**config.mk**
```make
export PLATFORM = sky130hd
export DESIGN_NAME = tpg_timer
export DESIGN_NICKNAME = d
export VERILOG_FILES = /design/src/hdl/tpg_pkg.sv /design/src/hdl/tpg_timer.sv
export SDC_FILE = /design/constraint.sdc
export NUM_CORES = 1
export LEC_CHECK = 0
export ABC_CLOCK_PERIOD_IN_PS = 2100
export BUFFER_PORTS_ARGS = -buffer_cell sky130_fd_sc_hd__buf_2
export CORE_ASPECT_RATIO = 0.9
export CORE_MARGIN = 4
export CORE_UTILIZATION = 42
export CTS_CLUSTER_DIAMETER = 30
export DETAILED_ROUTE_END_ITERATION = 6
export PLACE_DENSITY = 0.64
export SKIP_LAST_GASP = 1
export SLEW_MARGIN = 20
export SYNTH_ARGS = -nofsm -noshare
export SYNTH_HDL_FRONTEND = slang
export SYNTH_SLANG_ARGS = --single-unit
```
**constraint.sdc**
```tcl
create_clock -name i_sys_clk -period 2.1 [get_ports i_sys_clk]
set_input_delay 0.315 -clock i_sys_clk [delete_from_list [all_inputs] [get_ports i_sys_clk]]
set_output_delay 0.315 -clock i_sys_clk [all_outputs]
set_load 0.05 [all_outputs]
```
**src/hdl/tpg_pkg.sv**
```systemverilog
package tpg_pkg;

	// ****************************************************************
	// register map, byte addresses on the wishbone port
	// ****************************************************************
	localparam logic [7:0] ADDR_UP_COUNTER   = 8'h00; // counter, read only
	localparam logic [7:0] ADDR_CMP_CAP_A    = 8'h04; // compare/capture a
	localparam logic [7:0] ADDR_CMP_CAP_B    = 8'h08; // compare/capture b
	localparam logic [7:0] ADDR_MODE_CTRL    = 8'h0C; // run mode and overflow flag
	localparam logic [7:0] ADDR_CAP_CMP_CTRL = 8'h10; // capture/compare selection
	localparam logic [7:0] ADDR_OUT_CTRL     = 8'h14; // output control
	localparam logic [7:0] ADDR_PRESCALER    = 8'h18; // prescaler and edge select

	// ****************************************************************
	// field positions
	// ****************************************************************
	localparam int MODE_OVF_BIT    = 0; // overflow flag
	localparam int MODE_RUN_LO_BIT = 2; // run_mode_lo
	localparam int MODE_RUN_HI_BIT = 3; // run_mode_hi
	localparam int CCC_A_CAP_BIT   = 0; // register a captures
	localparam int CCC_A_SRC_BIT   = 1; // a capture source: 1 reverse edge of input a
	localparam int CCC_B_CAP_BIT   = 2; // register b captures
	localparam int OC_TOE_BIT      = 0; // output_enable
	localparam int OC_INV_A_BIT    = 1; // invert_on_match_a
	localparam int OC_LVR_BIT      = 2; // output_level_clear
	localparam int OC_LVS_BIT      = 3; // output_level_set
	localparam int OC_INV_B_BIT    = 4; // invert_on_match_b
	localparam int OC_OSPE_BIT     = 5; // oneshot_enable
	localparam int OC_OSPT_BIT     = 6; // oneshot_soft_trigger, write only
	localparam int PRE_CS_LO_BIT   = 0; // clock_select_lo
	localparam int PRE_ES_A_LO_BIT = 4; // edge_sel_a_lo
	localparam int PRE_ES_B_LO_BIT = 6; // edge_sel_b_lo

	// ****************************************************************
	// reset values and constants
	// ****************************************************************
	localparam logic [15:0] CNT_MAX     = 16'hFFFF; // wrap point
	localparam logic [15:0] CNT_ZERO    = 16'h0000; // cleared count
	localparam logic [1:0]  EDGE_FALL   = 2'h0;     // edge select: falling
	localparam logic [1:0]  EDGE_RISE   = 2'h1;     // edge select: rising
	localparam logic [1:0]  EDGE_BOTH   = 2'h3;     // edge select: both
	localparam logic [2:0]  PDIV_RESET  = 3'h0;     // prescaler counter reset
	localparam logic [31:0] WORD_ZERO   = 32'h0000_0000; // reset for words

	// run modes
	typedef enum logic [1:0] {
		MODE_STOP = 2'b00,
		MODE_FREE = 2'b01,
		MODE_EDGE = 2'b10,
		MODE_PPG  = 2'b11
	} tpg_mode_t;

	// synchronised pin, two stages and a history stage
	typedef struct packed {
		logic s1; // first stage, read only by s2
		logic s2; // second stage
		logic s3; // history for edge detection
	} tpg_sync_t;

	// whole state of the block
	typedef struct packed {
		logic [15:0] cnt;    // up_counter
		logic [15:0] cmp_a;  // compare_capture_a
		logic [15:0] cmp_b;  // compare_capture_b
		tpg_mode_t   mode;   // run mode
		logic        ovf;    // overflow_flag
		logic [2:0]  ccc;    // capture_compare_ctrl
		logic [5:0]  oc;     // output_control_reg bits 5..0
		logic [7:0]  pre;    // prescaler_reg
		logic [2:0]  pdiv;   // prescaler counter
		logic        lvl;    // timer output level
		logic        armed;  // one-shot pulse in progress
		logic        irq_a;  // match_irq_a pulse
		logic        irq_b;  // match_irq_b pulse
		logic        ack;    // wishbone ack
		logic [31:0] rdat;   // wishbone read data
		tpg_sync_t   in_a;   // capture_input_a sync
		tpg_sync_t   in_b;   // capture_input_b sync
	} tpg_state_t;

endpackage

```
**src/hdl/tpg_timer.sv**
```systemverilog
`timescale 1ns/10ps

module tpg_timer
	import tpg_pkg::*;
(
	input  wire logic        i_sys_clk,         // system clock, 200 MHz
	input  wire logic        i_srst,            // synchronous reset, active high
	input  wire logic        i_wb_cyc,          // wishbone cycle
	input  wire logic        i_wb_stb,          // wishbone strobe
	input  wire logic        i_wb_we,           // wishbone write enable
	input  wire logic [7:0]  i_wb_adr,          // wishbone byte address
	input  wire logic [3:0]  i_wb_sel,          // wishbone byte lanes
	input  wire logic [31:0] i_wb_dat,          // wishbone write data
	output logic      [31:0] o_wb_dat,          // wishbone read data
	output logic             o_wb_ack,          // wishbone ack
	input  wire logic        i_capture_input_a, // capture/trigger pin a
	input  wire logic        i_capture_input_b, // capture pin b
	output logic             o_timer_output_pin,// timer output
	output logic             o_match_irq_a,     // match/capture event a
	output logic             o_match_irq_b      // match/capture event b
);

	// ****************************************************************
	// helpers
	// ****************************************************************

	// edge detector against an edge select code
	function automatic logic edge_hit(input logic [1:0] sel, input logic prv, input logic cur);
		logic rise;
		logic fall;
		rise = ~prv & cur;
		fall = prv & ~cur;
		unique case (sel)
			EDGE_FALL: edge_hit = fall;
			EDGE_RISE: edge_hit = rise;
			EDGE_BOTH: edge_hit = rise | fall;
			default:   edge_hit = 1'b0; // no edge selected
		endcase
	endfunction

	// opposite-phase edge: only defined for a single-edge select
	function automatic logic [1:0] rev_sel(input logic [1:0] sel);
		unique case (sel)
			EDGE_FALL: rev_sel = EDGE_RISE;
			EDGE_RISE: rev_sel = EDGE_FALL;
			default:   rev_sel = 2'h2; // no opposite edge
		endcase
	endfunction

	// byte-lane merge of a write into a stored word
	function automatic logic [31:0] lane_merge(input logic [31:0] old, input logic [31:0] wd,
		input logic [3:0] sel);
		logic [31:0] res;
		res = old;
		for (int i = 0; i < 4; i++) begin
			if (sel[i]) begin
				res[i*8 +: 8] = wd[i*8 +: 8];
			end
		end
		lane_merge = res;
	endfunction

	// ****************************************************************
	// state
	// ****************************************************************
	tpg_state_t  st_ff;      // registered state
	tpg_state_t  nxt_st;     // next state
	logic        wb_req;     // new bus request this cycle
	logic        wr_en;      // write takes effect
	logic [31:0] wr_word;    // merged write data
	logic        run;        // counter is running
	logic        tick;       // count clock enable from prescaler
	logic        ea_v;       // valid edge on input a
	logic        ea_r;       // reverse edge on input a
	logic        eb_v;       // valid edge on input b
	logic        os_mode;    // one-shot output enabled
	logic        os_trig;    // one-shot trigger
	logic        clr_cnt;    // clear and restart
	logic        m_a;        // counter matches compare a
	logic        m_b;        // counter matches compare b
	logic        cap_a;      // capture into register a
	logic        cap_b;      // capture into register b
	logic        ovf_ev;     // counter wrapped
	logic [15:0] last_cmp;   // later of the two one-shot matches
	logic [31:0] rd_word;    // read mux

	// ****************************************************************
	// combinational next state
	// ****************************************************************
	always_comb begin
		nxt_st = st_ff;

		// pin synchronisers: s1 feeds s2 only
		nxt_st.in_a.s1 = i_capture_input_a;
		nxt_st.in_a.s2 = st_ff.in_a.s1;
		nxt_st.in_a.s3 = st_ff.in_a.s2;
		nxt_st.in_b.s1 = i_capture_input_b;
		nxt_st.in_b.s2 = st_ff.in_b.s1;
		nxt_st.in_b.s3 = st_ff.in_b.s2;

		// bus decode, answer one cycle after the request
		wb_req  = i_wb_cyc & i_wb_stb & ~st_ff.ack;
		wr_en   = wb_req & i_wb_we;
		nxt_st.ack = wb_req;

		// prescaler: count clock every 2^sel system clocks
		nxt_st.pdiv = st_ff.pdiv + 3'h1;
		unique case (st_ff.pre[PRE_CS_LO_BIT +: 2])
			2'h0:    tick = 1'b1;
			2'h1:    tick = st_ff.pdiv[0];
			2'h2:    tick = &st_ff.pdiv[1:0];
			2'h3:    tick = &st_ff.pdiv;
		endcase

		run = (st_ff.mode != MODE_STOP);

		// edge detection on synchronised pins
		ea_v = run & edge_hit(st_ff.pre[PRE_ES_A_LO_BIT +: 2], st_ff.in_a.s3, st_ff.in_a.s2);
		ea_r = run & edge_hit(rev_sel(st_ff.pre[PRE_ES_A_LO_BIT +: 2]), st_ff.in_a.s3, st_ff.in_a.s2);
		eb_v = run & edge_hit(st_ff.pre[PRE_ES_B_LO_BIT +: 2], st_ff.in_b.s3, st_ff.in_b.s2);

		// one-shot only in free or edge-clear mode with enable set
		os_mode = st_ff.oc[OC_OSPE_BIT] & (st_ff.mode == MODE_FREE | st_ff.mode == MODE_EDGE);
		os_trig = os_mode & ((wr_en & i_wb_adr == ADDR_OUT_CTRL & i_wb_sel[0]
			& i_wb_dat[OC_OSPT_BIT]) | ea_v);
		clr_cnt = (st_ff.mode == MODE_EDGE & ea_v) | os_trig;

		// compare matches on the count clock, only for compare registers
		m_a = run & tick & ~clr_cnt & ~st_ff.ccc[CCC_A_CAP_BIT] & (st_ff.cnt == st_ff.cmp_a);
		m_b = run & tick & ~clr_cnt & ~st_ff.ccc[CCC_B_CAP_BIT] & (st_ff.cnt == st_ff.cmp_b);

		// capture sources
		cap_a = st_ff.ccc[CCC_A_CAP_BIT] & (st_ff.ccc[CCC_A_SRC_BIT] ? ea_r : eb_v);
		cap_b = st_ff.ccc[CCC_B_CAP_BIT] & ea_v;

		// counter
		ovf_ev = 1'b0;
		if (!run) begin
			nxt_st.cnt = CNT_ZERO;
		end else if (clr_cnt) begin
			nxt_st.cnt = CNT_ZERO;
		end else if (tick) begin
			if (st_ff.mode == MODE_PPG & m_a) begin
				nxt_st.cnt = CNT_ZERO;
			end else begin
				nxt_st.cnt = st_ff.cnt + 16'h0001;
				ovf_ev = (st_ff.cnt == CNT_MAX);
			end
		end

		// interrupts: matches and captures, registered one cycle later
		nxt_st.irq_a = m_a | cap_a;
		nxt_st.irq_b = m_b | cap_b;

		// timer output level
		last_cmp = (st_ff.cmp_a > st_ff.cmp_b) ? st_ff.cmp_a : st_ff.cmp_b;
		if (!run) begin
			// level set/clear only while stopped
			if (st_ff.oc[OC_LVS_BIT] & ~st_ff.oc[OC_LVR_BIT]) begin
				nxt_st.lvl = 1'b1;
			end else if (st_ff.oc[OC_LVR_BIT] & ~st_ff.oc[OC_LVS_BIT]) begin
				nxt_st.lvl = 1'b0;
			end
			nxt_st.armed = 1'b0;
		end else if (st_ff.mode == MODE_PPG) begin
			// high from clear to match b, low to match a
			if (m_a) begin
				nxt_st.lvl = 1'b1;
			end else if (m_b) begin
				nxt_st.lvl = 1'b0;
			end
		end else if (os_mode) begin
			if (os_trig) begin
				nxt_st.lvl   = 1'b0;
				nxt_st.armed = 1'b1;
			end else if (st_ff.armed) begin
				// each match inverts once, pulse ends at the later one
				nxt_st.lvl = st_ff.lvl ^ m_a ^ m_b;
				if ((m_a & st_ff.cnt == last_cmp) | (m_b & st_ff.cnt == last_cmp)) begin
					nxt_st.armed = 1'b0;
				end
			end
		end else begin
			// free-running or edge-clear compare without one-shot: invert when enabled
			nxt_st.lvl = st_ff.lvl ^ (m_a & st_ff.oc[OC_INV_A_BIT]) ^ (m_b & st_ff.oc[OC_INV_B_BIT]);
		end

		// register writes
		wr_word = WORD_ZERO;
		if (wr_en) begin
			unique case (i_wb_adr)
				ADDR_CMP_CAP_A: begin
					wr_word = lane_merge({16'h0000, st_ff.cmp_a}, i_wb_dat, i_wb_sel);
					nxt_st.cmp_a = wr_word[15:0];
				end
				ADDR_CMP_CAP_B: begin
					wr_word = lane_merge({16'h0000, st_ff.cmp_b}, i_wb_dat, i_wb_sel);
					nxt_st.cmp_b = wr_word[15:0];
				end
				ADDR_MODE_CTRL: begin
					if (i_wb_sel[0]) begin
						nxt_st.mode = tpg_mode_t'(i_wb_dat[MODE_RUN_LO_BIT +: 2]);
						nxt_st.ovf  = i_wb_dat[MODE_OVF_BIT];
					end
				end
				ADDR_CAP_CMP_CTRL: begin
					if (i_wb_sel[0]) begin
						nxt_st.ccc = i_wb_dat[2:0];
					end
				end
				ADDR_OUT_CTRL: begin
					if (i_wb_sel[0]) begin
						nxt_st.oc = i_wb_dat[5:0];
					end
				end
				ADDR_PRESCALER: begin
					if (i_wb_sel[0]) begin
						nxt_st.pre = i_wb_dat[7:0];
					end
				end
				default: begin
					// counter and unmapped: write ignored
				end
			endcase
		end

		// captures win over a software write in the same cycle
		if (cap_a) begin
			nxt_st.cmp_a = st_ff.cnt;
		end
		if (cap_b) begin
			nxt_st.cmp_b = st_ff.cnt;
		end
		// overflow set wins over clear
		if (ovf_ev) begin
			nxt_st.ovf = 1'b1;
		end

		// read data
		unique case (i_wb_adr)
			ADDR_UP_COUNTER:   rd_word = {16'h0000, st_ff.cnt};
			ADDR_CMP_CAP_A:    rd_word = {16'h0000, st_ff.cmp_a};
			ADDR_CMP_CAP_B:    rd_word = {16'h0000, st_ff.cmp_b};
			ADDR_MODE_CTRL:    rd_word = {28'h0000000, st_ff.mode, 1'b0, st_ff.ovf};
			ADDR_CAP_CMP_CTRL: rd_word = {29'h00000000, st_ff.ccc};
			ADDR_OUT_CTRL:     rd_word = {26'h0000000, st_ff.oc};
			ADDR_PRESCALER:    rd_word = {24'h000000, st_ff.pre};
			default:           rd_word = WORD_ZERO;
		endcase
		nxt_st.rdat = (wb_req & ~i_wb_we) ? rd_word : WORD_ZERO;
	end

	// ****************************************************************
	// state register
	// ****************************************************************
	always_ff @(posedge i_sys_clk) begin
		if (i_srst) begin
			st_ff <= '{
				cnt: CNT_ZERO, cmp_a: CNT_ZERO, cmp_b: CNT_ZERO, mode: MODE_STOP,
				ovf: 1'b0, ccc: 3'h0, oc: 6'h00, pre: 8'h00, pdiv: PDIV_RESET,
				lvl: 1'b0, armed: 1'b0, irq_a: 1'b0, irq_b: 1'b0, ack: 1'b0,
				rdat: WORD_ZERO, in_a: '{s1: 1'b0, s2: 1'b0, s3: 1'b0},
				in_b: '{s1: 1'b0, s2: 1'b0, s3: 1'b0}
			};
		end else begin
			st_ff <= nxt_st;
		end
	end

	// ****************************************************************
	// outputs
	// ****************************************************************
	assign o_wb_ack           = st_ff.ack;
	assign o_wb_dat           = st_ff.rdat;
	assign o_timer_output_pin = st_ff.lvl & st_ff.oc[OC_TOE_BIT];
	assign o_match_irq_a      = st_ff.irq_a;
	assign o_match_irq_b      = st_ff.irq_b;

endmodule // tpg_timer

```
Word level (Yosys, flattened, before mapping)
Index checks and enable logic that the tools add are counted.
{"block": "word_totals", "register_bits": 114, "in_bits": 51, "output_inout_bits": 36, "wordCells": 184}
{"block": "op_classes", "add_sub_neg": 2, "n_lt_le_gt_ge": 1, "n_eq_ne": 24, "n_mux": 41, "bitwise": 59, "reduce_logical": 34}
{"cell": "$pmux W16 S7", "n": 1}
{"cell": "$mux W16", "n": 6}
{"cell": "$mux W52", "n": 1}
{"cell": "$eq A16 B16 Y1", "n": 3}
{"cell": "$and A1 B1 Y1", "n": 33}
{"cell": "$reduce_and A3 Y1", "n": 11}
{"cell": "$mux W8", "n": 4}
{"cell": "$eq A8 B5 Y1 const B", "n": 3}
{"cell": "$reduce_bool A2 Y1", "n": 12}
{"cell": "$add A16 B1 Y16 const B", "n": 1}
{"cell": "$eq A16 B16 Y1 const B", "n": 1}
{"cell": "$eq A8 B4 Y1 const B", "n": 2}
{"cell": "$gt A16 B16 Y1", "n": 1}
{"cell": "$mux W1", "n": 15}
{"cell": "$eq A2 B2 Y1 const B", "n": 7}
{"cell": "$not A1 Y1", "n": 14}
{"cell": "$mux W3", "n": 4}
{"cell": "$mux W6", "n": 2}
{"cell": "$eq A2 B1 Y1 const B", "n": 5}
{"cell": "$pmux W1 S3", "n": 3}
{"cell": "$eq A8 B3 Y1 const B", "n": 1}
{"cell": "$logic_not A2 Y1", "n": 4}
{"cell": "$logic_not A8 Y1", "n": 1}
{"cell": "$or A1 B1 Y1", "n": 8}
{"cell": "11 further kinds", "n": 18}

Longest topological paths before layout
Gate-level depths: netlist (run 1).
{"block": "logic_depth", "ltp_word": 21, "depth_mapped": 11, "mapped_depth_nobuf": 11}

Worst setup path after synthesis (run 1)
No wires, ideal clock.
{"block": "synth_timing", "path_type": "register -> register", "start": "reg st_ff, in the netlist o_wb_ack", "end": "reg st_ff[42] in the netlist's numbering", "setup_ps": 136, "arrival_time_ps": 2358, "required_time_ps": 1964, "path_slack_ps": -394, "stages_incl_launch_ff": 10, "path_buffers": 1, "synth_period_minus_slack_ps": 2494, "cell_sequence": "dfxtp_1 > nor3b_1 > and2_1 > buf_4 > a31oi_2 > o2111ai_2 > or3_1 > and3_1 > o21ai_0 > a31oi_1"}
{"block": "synth_between", "elab_chain_len": 20, "word_cells_on_any_way": 30, "classes_between": "2 x eq/ne; 6 x mux; 21 x bitwise; 1 x reduce/logical"}
{"item": "start: declaration", "line": "tpg_timer.sv:66", "rtl": "tpg_state_t st_ff;"}
{"item": "start signal: assignment", "line": "tpg_timer.sv:258", "rtl": "st_ff <= '{"}
{"item": "start signal: assignment", "line": "tpg_timer.sv:266", "rtl": "st_ff <= nxt_st;"}
{"item": "$not A1 Y1 *", "line": "tpg_timer.sv:102", "rtl": "wb_req = i_wb_cyc & i_wb_stb & ~st_ff.ack;"}
{"item": "$and A1 B1 Y1 *", "line": "tpg_timer.sv:102"}
{"item": "$and A1 B1 Y1 *", "line": "tpg_timer.sv:103", "rtl": "wr_en = wb_req & i_wb_we;"}
{"item": "$and A1 B1 Y1 * (2 in series)", "line": "tpg_timer.sv:124", "rtl": "os_trig = os_mode & ((wr_en & i_wb_adr == ADDR_OUT_CTRL & i_wb_sel[0]"}
{"item": "$and A1 B1 Y1 *", "line": "tpg_timer.sv:125", "rtl": "& i_wb_dat[OC_OSPT_BIT]) | ea_v);"}
{"item": "$or A1 B1 Y1 *", "line": "tpg_timer.sv:125"}
{"item": "$and A1 B1 Y1 *", "line": "tpg_timer.sv:124"}
{"item": "$or A1 B1 Y1", "line": "tpg_timer.sv:126", "rtl": "clr_cnt = (st_ff.mode == MODE_EDGE & ea_v) | os_trig;"}
{"item": "$not A1 Y1", "line": "tpg_timer.sv:129, tpg_timer.sv:130"}
{"item": "$and A1 B1 Y1", "line": "tpg_timer.sv:129, tpg_timer.sv:130"}
{"item": "$and A1 B1 Y1 (2 in series)", "line": "tpg_timer.sv:129", "rtl": "m_a = run & tick & ~clr_cnt & ~st_ff.ccc[CCC_A_CAP_BIT] & (st_ff.cnt == st_ff.cmp_a);"}
{"item": "$xor A1 B1 Y1 (2 in series)", "line": "tpg_timer.sv:178", "rtl": "nxt_st.lvl = st_ff.lvl ^ m_a ^ m_b;"}
{"item": "$mux W2", "line": "tpg_timer.sv:176", "rtl": "end else if (st_ff.armed) begin"}
{"item": "$mux W2", "line": "tpg_timer.sv:173", "rtl": "if (os_trig) begin"}
{"item": "$mux W1", "line": "tpg_timer.sv:172", "rtl": "end else if (os_mode) begin"}
{"item": "$mux W1", "line": "tpg_timer.sv:165", "rtl": "end else if (st_ff.mode == MODE_PPG) begin"}
{"item": "$mux W2", "line": "tpg_timer.sv:157", "rtl": "if (!run) begin"}
Every way passes the cells marked *; elsewhere a longest branch is shown, timed or not. The select of a mux whose other input is x is not followed.
A chain may end at the register's enable or synchronous reset.

Final worst setup path (run 1)
{"block": "layout_timing", "start": "reg st_ff[80] in the netlist's numbering", "end": "reg st_ff[42] in the netlist's numbering"}
{"block": "layout_between", "elab_chain_len": 8, "word_cells_on_any_way": 12, "classes_between": "2 x eq/ne; 5 x mux; 4 x bitwise; 1 x reduce/logical"}
{"item": "$eq A16 B16 Y1 *", "line": "tpg_timer.sv:130", "rtl": "m_b = run & tick & ~clr_cnt & ~st_ff.ccc[CCC_B_CAP_BIT] & (st_ff.cnt == st_ff.cmp_b);"}
{"item": "$and A1 B1 Y1 *", "line": "tpg_timer.sv:130"}
{"item": "$xor A1 B1 Y1", "line": "tpg_timer.sv:178"}
{"item": "$mux W2", "line": "tpg_timer.sv:176"}
{"item": "$mux W2", "line": "tpg_timer.sv:173"}
{"item": "$mux W1", "line": "tpg_timer.sv:172"}
{"item": "$mux W1", "line": "tpg_timer.sv:165"}
{"item": "$mux W2", "line": "tpg_timer.sv:157"}
Marked as above.

==> results of run 1 <==
-- routing by layer --
metal	vias up	track usage [%]
met3	41	5.62
met5	-	0
met1	2622	28.3
met2	239	35.3
met4	0	7.48
li1	2596	-
-- worst max path at each step --
stage	startpoint	to	slack, ns	cells past startpoint
final	st_ff[80]$_SDFFE_PP0P_	st_ff[42]$_SDFFE_PP0P_	-0.38	10
after global routing	st_ff[3]$_SDFF_PP0_	st_ff[42]$_SDFFE_PP0P_	-0.48	13
after CTS	st_ff[111]$_SDFFE_PP0N_	st_ff[42]$_SDFFE_PP0P_	-0.36	9
after detailed placement	st_ff[111]$_SDFFE_PP0N_	st_ff[42]$_SDFFE_PP0P_	-0.43	9
after global placement	st_ff[79]$_SDFFE_PP0P_	st_ff[42]$_SDFFE_PP0P_	-0.40	9
after floorplan	st_ff[104]$_SDFFE_PP0N_	st_ff[42]$_SDFFE_PP0P_	-0.12	10
-- metrics by stage --
| step | instances | worst slack, ns | util, % |
|---|---|---|---|
| global placement | 958 | -0.398 | 49.8 |
| global route | 980 | -0.476 | 54.6 |
| floorplan | 708 | -0.123 | - |
| detailed placement | 958 | -0.433 | 49.8 |
| CTS | 979 | -0.364 | 53.1 |
| finish | 980 | -0.379 | 54.6 |
-- power by group through the flow --
stage	Sequential [mW]	Clock, mW	Combinational (mW)
after floorplan	1.92	0	0.154
after global placement	1.91	0	0.214
after detailed placement	1.91	0	0.217
after CTS	1.87	1.77	0.219
after global routing	1.87	1.83	0.237
final	1.87	1.74	0.223
-- layout by cell type (no fill, tap or decap), types with 26 or more instances in the layout --
master and n:
buf_4 111, nand2_1 55, nand3_1 28, xor2_1 28, inv_1 31, buf_2 52, ha_1 26, nor2_1 71
dfxtp_1 86, mux2i_1 42, a21oi_1 29
-- area by class of cell --
class	count	share of cell area, %
Inverter	31	1.58
Timing Repair Buffer	167	15.7
Clock inverter	2	0.476
Sequential cell	98	27.0
Tap cell	168	2.86
Multi-Input combinational cell	501	48.7
Clock buffer	13	3.67
-- timing repair --
action / in CTS / in global routing
pin swaps: 3 / 24
endpoints found under the setup margin: 20 / 23
cloned: 1 / 0
setup buffers: 5 / 1
resized for setup: 18 / 54
-- cell families after synthesis --
kind of cell             after synthesis  share of synthesized area (%)
multiplexers                          50                           8.79
flip-flops                            98                           33.8
AND/OR/NAND/NOR                      230                           18.5
AO/OA/AOI/OAI                        129                           15.1
other                                  1                         0.0646
buffers and inverters                110                           10.7
adder cells (fa/ha/maj)               27                           5.77
XOR/XNOR                              48                           7.24
-- critical path, stage by stage (launching register included) --
cell and delay [ns]:
dfxtp_1 0.33, xnor2_2 0.22, nand4_1 0.20, nor4_4 0.42, nor4b_4 0.27, o2111ai_2 0.16, buf_4 0.19, o21ai_0 0.18
and3_1 0.20, o21ai_1 0.06, a31oi_1 0.18
-- flip-flops by register name (all words and copies together) (netlist names) --
register	count
o_wb_ack	1
o_match_irq_a	1
nxt_st	4
o_match_irq_b	1
o_wb_dat	16
st_ff	75
==> flow_summary.json, run 1 <==
{
  "die_w_um": 132,
  "synth.cell_area_mm2": 0.00581,
  "leakage_nw": 3.20,
  "worstHoldPathCells": 2,
  "slew_violations": 0,
  "netlist.area_leader.share_pct": 33.8,
  "cts_sinks": 98,
  "cts_tree": "done",
  "ff2ff_path_depth": 10,
  "rr_startpoint": "st_ff[80]$_SDFFE_PP0P_",
  "critical_path_class": "reg -> reg",
  "wl_met2_mm": 8.10,
  "fillerInstances": 1187,
  "worst_ep_arrival_time_ns": 2.76,
  "switching_share_pct": 23.2,
  "diodes": 0,
  "rsz0062_at_grt": "yes",
  "timing.setup.tns_ns": -4.85,
  "regArea_mm2": 0.00198,
  "vias_per_cell": 5.61,
  "htreeDepth": 3,
  "multi_input_area_mm2": 0.00358,
  "synth_cells": 693,
  "setup_viol": 19,
  "worstReg2RegEnd": "st_ff[42]$_SDFFE_PP0P_",
  "hold_start": "i_capture_input_a",
  "synthFlopType": "dfxtp_1",
  "fmax_ghz": 0.403,
  "layout.nets": 885,
  "cts_root_buf": "clkbuf_16",
  "worstHoldEndpoint": "nxt_st[4]$_SDFF_PP0_",
  "cts_made_buffers": 9,
  "first_global_vias": 5306,
  "clk_latency_ns": 0.36,
  "vias": 5498,
  "drt_iter0_drc": 507,
  "skew_ns": 0.00811,
  "routed.top_layer": "met4",
  "power_frac_seq_pct": 48.8,
  "cp_max_fo": 4,
  "power_frac_clock_pct": 45.3,
  "grt_max_degree": 36,
  "route.detailed.drc": 0,
  "synth-seq-area-share_pct": 33.8,
  "fin_area_mm2": 0.00736,
  "cap_violations": 0,
  "start_kind": "flop",
  "portBuffers": 52,
  "wl_met3_mm": 1.27,
  "grt_pass1_wl_mm": 27.3,
  "row_count": 40,
  "grt_remaining_overflow": 0,
  "dp_hpwl_mm": 12.5,
  "path_clk_slew_ns": 0.06,
  "status": "complete, but fails checks",
  "hold_ws_ns": 0.169,
  "synth_area_leaders": "dfxtp_1 (34%), mux2i_1 (7.2%), ha_1 (5.6%), nor2_1 (5.6%), buf_4 (4.5%)",
  "die-area_mm2": 0.0158,
  "io_pins": 87,
  "violations": "setup timing",
  "setup_slack_ns": -0.379,
  "fin_total_pwr_mw": 3.83,
  "drt_wl_total_mm": 17.6,
  "grt_antenna_before_repair": 0,
  "initial_core_util_pct": 43.1,
  "fin_crit_sh_pct": 118,
  "core-area_mm2": 0.0135,
  "synthArstFlopShare_pct": 0,
  "cts_buffer_depth": 2,
  "ys_types": 55,
  "postRouteAntennaNets": 0,
  "postSynthAreaPerCell_um2": 8.38,
  "p_per_area_mw_per_mm2": 520,
  "grt_use_total_pct": 21.8,
  "hold_viol": 0,
  "synth_enable_flop_cells": 0,
  "first_pass_iters": 7,
  "yosysTopAreaCell": "dfxtp_1",
  "worstPathRequired_ns": 2.38,
  "ctsHoldBuffers": 0,
  "switching_power_uw": 888,
  "synth_seq_cells": 98,
  "vdd_drop_max_mv": 0.360,
  "syn2layout_area_growth_pct": 26.7,
  "pwr-share-comb_pct": 5.8,
  "m1WireLength_mm": 7.79,
  "end_kind": "flop",
  "fin_crit_ns": 2.48,
  "yosys_warnings": 0,
  "p_int_mw": 2.94,
  "die_h_um": 120,
  "wl_per_cell_um": 17.9,
  "r2r_slack_ns": -0.38,
  "synth.most_common_cell": "dfxtp_1",
  "finalWeightedCongestion": 0.933,
  "synthTopCellsByCount": "dfxtp_1 (98), nor2_1 (86), nand2_1 (55)",
  "dpl_cell_area_mm2": 0.00670,
  "layout-drive-gt1-share_pct": 30.8,
  "min_path_type": "in -> reg"
}
Power figures use the tool's default switching activity.
==> run 2: changes to the inputs <==
--- a/config.mk
+++ b/config.mk
@@ -13,6 +13,7 @@
 export CTS_CLUSTER_DIAMETER = 30
 export DETAILED_ROUTE_END_ITERATION = 6
 export PLACE_DENSITY = 0.64
+export SETUP_SLACK_MARGIN = 0.15
 export SKIP_LAST_GASP = 1
 export SLEW_MARGIN = 20
 export SYNTH_ARGS = -nofsm -noshare
==> run 2 against run 1 <==
Effect of this change: the run still ends with setup timing left; global-route usage grew 0.42 points; power down 4.0%; final area up 3.4%; via count fell by 0.22%; sequential share of layout area fell by 0.55 points; cell count rose by 1.0%; register-to-register slack improved by 0.02 ns; critical path depth down 1; critical endpoint unchanged; largest cell class unchanged; highest routed layer unchanged.
==> flow_summary.json, run 2 (synthesized netlist as in run 1, its figures left out) <==
{
  "first_pass_iters": 6,
  "diodes": 0,
  "grt_pass1_wl_mm": 28.0,
  "row_count": 40,
  "wl_per_cell_um": 18.4,
  "dp_hpwl_mm": 12.7,
  "largest_reg_flops": 75,
  "pwr-share-comb_pct": 6.4,
  "min_path_type": "in -> reg",
  "hold_ws_ns": 0.179,
  "leakage_nw": 3.26,
  "setup_viol": 20,
  "finalWeightedCongestion": 0.928,
  "cts_root_buf": "clkbuf_16",
  "clk_latency_ns": 0.36,
  "switching_power_uw": 908,
  "slowest_stage": "nor4_4",
  "regMostFlops": "st_ff",
  "crit_start": "st_ff[105]$_SDFFE_PP0N_",
  "grt_use_total_pct": 22.2,
  "setup_slack_ns": -0.357,
  "layout.nets": 894,
  "syn2layout_area_growth_pct": 31.0,
  "status": "complete, but fails checks",
  "die_h_um": 120,
  "ctsHoldBuffers": 0,
  "switching_share_pct": 24.7,
  "critical_path_class": "reg -> reg",
  "layout-drive-gt1-share_pct": 36.5,
  "route.detailed.drc": 0,
  "drt_wl_total_mm": 18.2,
  "die-area_mm2": 0.0158,
  "die_w_um": 132,
  "endpoint": "st_ff[42]$_SDFFE_PP0P_",
  "grt_max_degree": 68,
  "fin_total_pwr_mw": 3.67,
  "first_global_vias": 5419,
  "violations": "setup timing",
  "vias": 5486,
  "initial_core_util_pct": 43.1,
  "cp_max_fo": 4,
  "grt_remaining_overflow": 0,
  "cts_made_buffers": 9,
  "worstHoldPathCells": 2,
  "cts_buffer_depth": 2,
  "worstPathCellList": "xnor2_2 > nand4_1 > nor4_4 > nor4b_4 > o2111ai_2 > or3_4 > and3_4 > o21ai_2 > a31oi_1",
  "start_kind": "flop",
  "vias_per_cell": 5.54,
  "core-area_mm2": 0.0135,
  "fin_crit_ns": 2.46,
  "cts_sinks": 98,
  "portBuffers": 52,
  "timing.setup.tns_ns": -3.46,
  "fmax_ghz": 0.407,
  "drt_iter0_drc": 470,
  "path_clk_slew_ns": 0.07,
  "power_frac_seq_pct": 50.8,
  "worstPathRequired_ns": 2.34,
  "fin_crit_sh_pct": 117,
  "vdd_drop_max_mv": 0.356,
  "htreeDepth": 3,
  "slew_violations": 0,
  "end_kind": "flop",
  "p_per_area_mw_per_mm2": 483,
  "worst_ep_arrival_time_ns": 2.69,
  "critical-path-max-stage-delay_ns": 0.40,
  "worstReg2RegEnd": "st_ff[42]$_SDFFE_PP0P_",
  "postRouteAntennaNets": 0,
  "hold_viol": 0,
  "final_common_cell": "buf_4",
  "p_int_mw": 2.77,
  "cap_violations": 0,
  "cts_tree": "done",
  "rr_startpoint": "st_ff[105]$_SDFFE_PP0N_",
  "io_pins": 87,
  "grt_antenna_before_repair": 0,
  "ff2ff_path_depth": 9,
  "skew_ns": 0.0120,
  "power_frac_clock_pct": 42.8,
  "rsz0062_at_grt": "yes",
  "r2r_slack_ns": -0.36,
  "final_cell_mix": "buf_4 (109), nor2_1 (72), dfxtp_1 (69), nand2_1 (55), buf_2 (52)"
}
[run 2: power by group through the flow]
stage	clock network (mW)	registers (mW)	logic (mW)
final	1.57	1.87	0.235
after global routing	1.67	1.87	0.247
after CTS	1.60	1.87	0.228
after detailed placement	0	1.91	0.225
after global placement	0	1.91	0.222
after floorplan	0	1.92	0.155
[run 2: final cells by class]
class / instances / area [um2]
clock buffers: 14 / 254
clock inverters: 2 / 12.5
fillers: 1151 / 5850
inverters: 31 / 116
multi-input cells: 501 / 3710
flip-flops and latches: 98 / 2010
well taps: 168 / 210
repair buffers: 176 / 1290
[run 2: critical path: cells and delay by family, from the launching register on]
kind,cells,cell delay (ns)
DFF,1,0.37
and+or+nand+nor,5,1.43
xor gates and xnor gates,1,0.15
AOI/OAI and AO/OA,3,0.39
[run 2: worst min path at each step]
stage	startpoint	end	slack, ns
2_1_floorplan	i_srst	o_wb_ack$_SDFF_PP0_	0.39
3_3_place_gp	nxt_st[1]$_SDFF_PP0_	nxt_st[0]$_SDFF_PP0_	0.42
3_5_place_dp	nxt_st[1]$_SDFF_PP0_	nxt_st[0]$_SDFF_PP0_	0.43
4_1_cts	i_capture_input_b	nxt_st[1]$_SDFF_PP0_	0.17
5_1_grt	i_capture_input_a	nxt_st[4]$_SDFF_PP0_	0.18
6_report	i_capture_input_b	nxt_st[1]$_SDFF_PP0_	0.18
[run 2: per-layer routing]
layer  GRT usage (%)  part of all wire [%]
met1            29.1                    45
met2            36.0                    47
met3            4.65                   5.7
met4            8.66                   2.6
met5               0                     0
[run 2: repair_timing]
action,in CTS,in global routing
setup buffers,6,6
resized for setup,28,85
setup endpoints to repair,28,47
gates cloned,1,0
pin swaps,18,29
[run 2: stage by stage]
stage | cells | cell area, um2 | setup WS, ns | utilization, %
4_1_cts | 984 | 7220 | -0.291 | 53.6
5_1_grt | 990 | 7610 | -0.496 | 56.5
3_3_place_gp | 961 | 6780 | -0.322 | 50.3
6_report | 990 | 7610 | -0.357 | 56.5
2_1_floorplan | 708 | 5940 | -0.123 | -
3_5_place_dp | 961 | 6780 | -0.502 | 50.3
==> run 3: changes to the inputs <==
--- a/config.mk
+++ b/config.mk
@@ -9,10 +9,10 @@
 export BUFFER_PORTS_ARGS = -buffer_cell sky130_fd_sc_hd__buf_2
 export CORE_ASPECT_RATIO = 0.9
 export CORE_MARGIN = 4
-export CORE_UTILIZATION = 42
+export CORE_UTILIZATION = 35
 export CTS_CLUSTER_DIAMETER = 30
 export DETAILED_ROUTE_END_ITERATION = 6
-export PLACE_DENSITY = 0.64
+export PLACE_DENSITY = 0.55
 export SETUP_SLACK_MARGIN = 0.15
 export SKIP_LAST_GASP = 1
 export SLEW_MARGIN = 20
==> run 3 against run 2 <==
Effect of this change: critical path depth up 1; worst setup slack worse by 0.036 ns; sequential share of layout area up 0.34 points; the flow still finishes with violations (setup timing); largest cell class unchanged; non-clock buffer count down 8; critical endpoint is now st_ff[99]$_SDFFE_PP0N_; via count down 1.7%.
==> flow_summary.json, run 3 (synthesized netlist as in run 1, its figures left out) <==
{
  "layout.nets": 886,
  "worst_ep_arrival_time_ns": 2.72,
  "setup_slack_ns": -0.393,
  "largest_reg_flops": 75,
  "diodes": 0,
  "die_w_um": 144,
  "syn2layout_area_growth_pct": 28.1,
  "layout-drive-gt1-share_pct": 32.7,
  "slew_violations": 0,
  "regMostFlops": "st_ff",
  "postRouteAntennaNets": 0,
  "grt_remaining_overflow": 0,
  "place_ws_ns": -0.444,
  "rsz0062_at_grt": "yes",
  "finalWeightedCongestion": 0.871,
  "io_pins": 87,
  "initial_core_util_pct": 35.9,
  "cap_violations": 0,
  "first_pass_iters": 5,
  "htreeDepth": 3,
  "wl_per_cell_um": 17.9,
  "min_path_type": "in -> reg",
  "cts_tree": "done",
  "die-area_mm2": 0.0187,
  "critical_path_class": "reg -> reg",
  "cts_sinks": 98,
  "grt_use_total_pct": 19.8,
  "grt_pass1_wl_mm": 28.8,
  "route.detailed.drc": 0,
  "setup_viol": 20,
  "p_per_area_mw_per_mm2": 509,
  "cts_made_buffers": 9,
  "fin_total_pwr_mw": 3.79,
  "core-area_mm2": 0.0162,
  "fin_crit_sh_pct": 119,
  "dp_hpwl_mm": 13.3,
  "violations": "setup timing",
  "start_kind": "flop",
  "row_count": 44,
  "drt_iter0_drc": 460,
  "timing.setup.tns_ns": -5.93,
  "leakage_nw": 3.21,
  "final_core_util_pct": 46.0,
  "portBuffers": 52,
  "first_global_vias": 5343,
  "path_clk_slew_ns": 0.08,
  "grt_antenna_before_repair": 2,
  "fin_crit_ns": 2.49,
  "final_cell_mix": "buf_4 (107), dfxtp_1 (79), nor2_1 (69), nand2_1 (55), buf_2 (52)",
  "status": "complete, but fails checks",
  "drt_wl_total_mm": 18.2,
  "vdd_drop_max_mv": 0.438,
  "cts_buffer_depth": 2,
  "fmax_ghz": 0.401,
  "cp_max_fo": 4,
  "final_common_cell": "buf_4",
  "vias": 5392,
  "skew_ns": 0.0142,
  "worstPathRequired_ns": 2.33,
  "ctsHoldBuffers": 0,
  "die_h_um": 130,
  "end_kind": "flop",
  "hold_viol": 0,
  "fillerInstances": 1591,
  "vias_per_cell": 5.28,
  "cts_root_buf": "clkbuf_16",
  "grt_max_degree": 68,
  "clk_latency_ns": 0.36
}
==> run 3: changes by cell type in the layout (fill, tap and decap cells not counted), moves of 7 or more <==
cell	previous run	this run
ha_4	7	0
dfxtp_2	24	17
buf_6	10	2
dfxtp_1	69	79
ha_1	19	26
==> run 3: final timing paths <==
kind / depth (start not counted) / slack, ns / startpoint / end
max: 10 / -0.39 / st_ff[104]$_SDFFE_PP0N_ / st_ff[99]$_SDFFE_PP0N_
min: 2 / 0.16 / i_capture_input_b / nxt_st[1]$_SDFF_PP0_
max reg2reg: 10 / -0.39 / st_ff[104]$_SDFFE_PP0N_ / st_ff[99]$_SDFFE_PP0N_
min reg2reg: 1 / 0.44 / nxt_st[1]$_SDFF_PP0_ / nxt_st[0]$_SDFF_PP0_
==> run 3: layout make-up <==
class / instances / area [um2] / area share [%]
well taps: 207 / 259 / 3.48
clock buffers: 10 / 250 / 3.36
clock inverters: 6 / 46.3 / 0.622
inverters: 31 / 116 / 1.56
multi-input cells: 501 / 3560 / 47.9
repair buffers: 168 / 1220 / 16.3
flip-flops and latches: 98 / 1990 / 26.8
==> run 3: layer usage <==
| layer | part of all wire, % | GRT usage (%) | vias to the layer above | routed length [um] |
|---|---|---|---|---|
| li1 | - | - | 2597 | - |
| met1 | 47 | 27.0 | 2593 | 8560 |
| met2 | 46 | 31.7 | 170 | 8310 |
| met3 | 5.3 | 4.29 | 28 | 962 |
| met4 | 2.1 | 5.43 | 4 | 380 |
| met5 | 0.18 | 0 | - | 32 |
==> run 3: power by group <==
group / total, mW / internal [mW] / switching (mW) / leakage, nW
Sequential: 1.87 / 1.86 / 0.00487 / 0.801
Clock: 1.69 / 0.886 / 0.802 / 0.141
Combinational: 0.231 / 0.0647 / 0.167 / 2.27
Total: 3.79 / 2.81 / 0.973 / 3.21
==> run 3: worst max-delay path: stages (launching register included) <==
cell and delay, ns:
dfxtp_4 0.38, xor2_2 0.15, nor4_2 0.34, nand4_1 0.15, buf_6 0.16, nor4_4 0.20, o2111ai_2 0.22, buf_4 0.20
or2_4 0.32, a31oi_1 0.18, nor3_1 0.07
==> run 3: repair_timing <==
action                                  in CTS  in global routing
setup buffers                                3                  1
endpoints found under the hold margin        0                  0
gates resized for setup                     27                 45
cloned                                       0                  1
pin swaps                                    9                 10
endpoints found under the setup margin      23                 48
==> run 3: per-stage QoR <==
step | instances | hold WS [ns] | instance area (um2)
after floorplan | 708 | 0.394 | 5940
after global placement | 1000 | 0.424 | 6840
after global routing | 1021 | 0.190 | 7440
final | 1021 | 0.164 | 7440
after CTS | 1019 | 0.157 | 7250
after detailed placement | 1000 | 0.431 | 6840
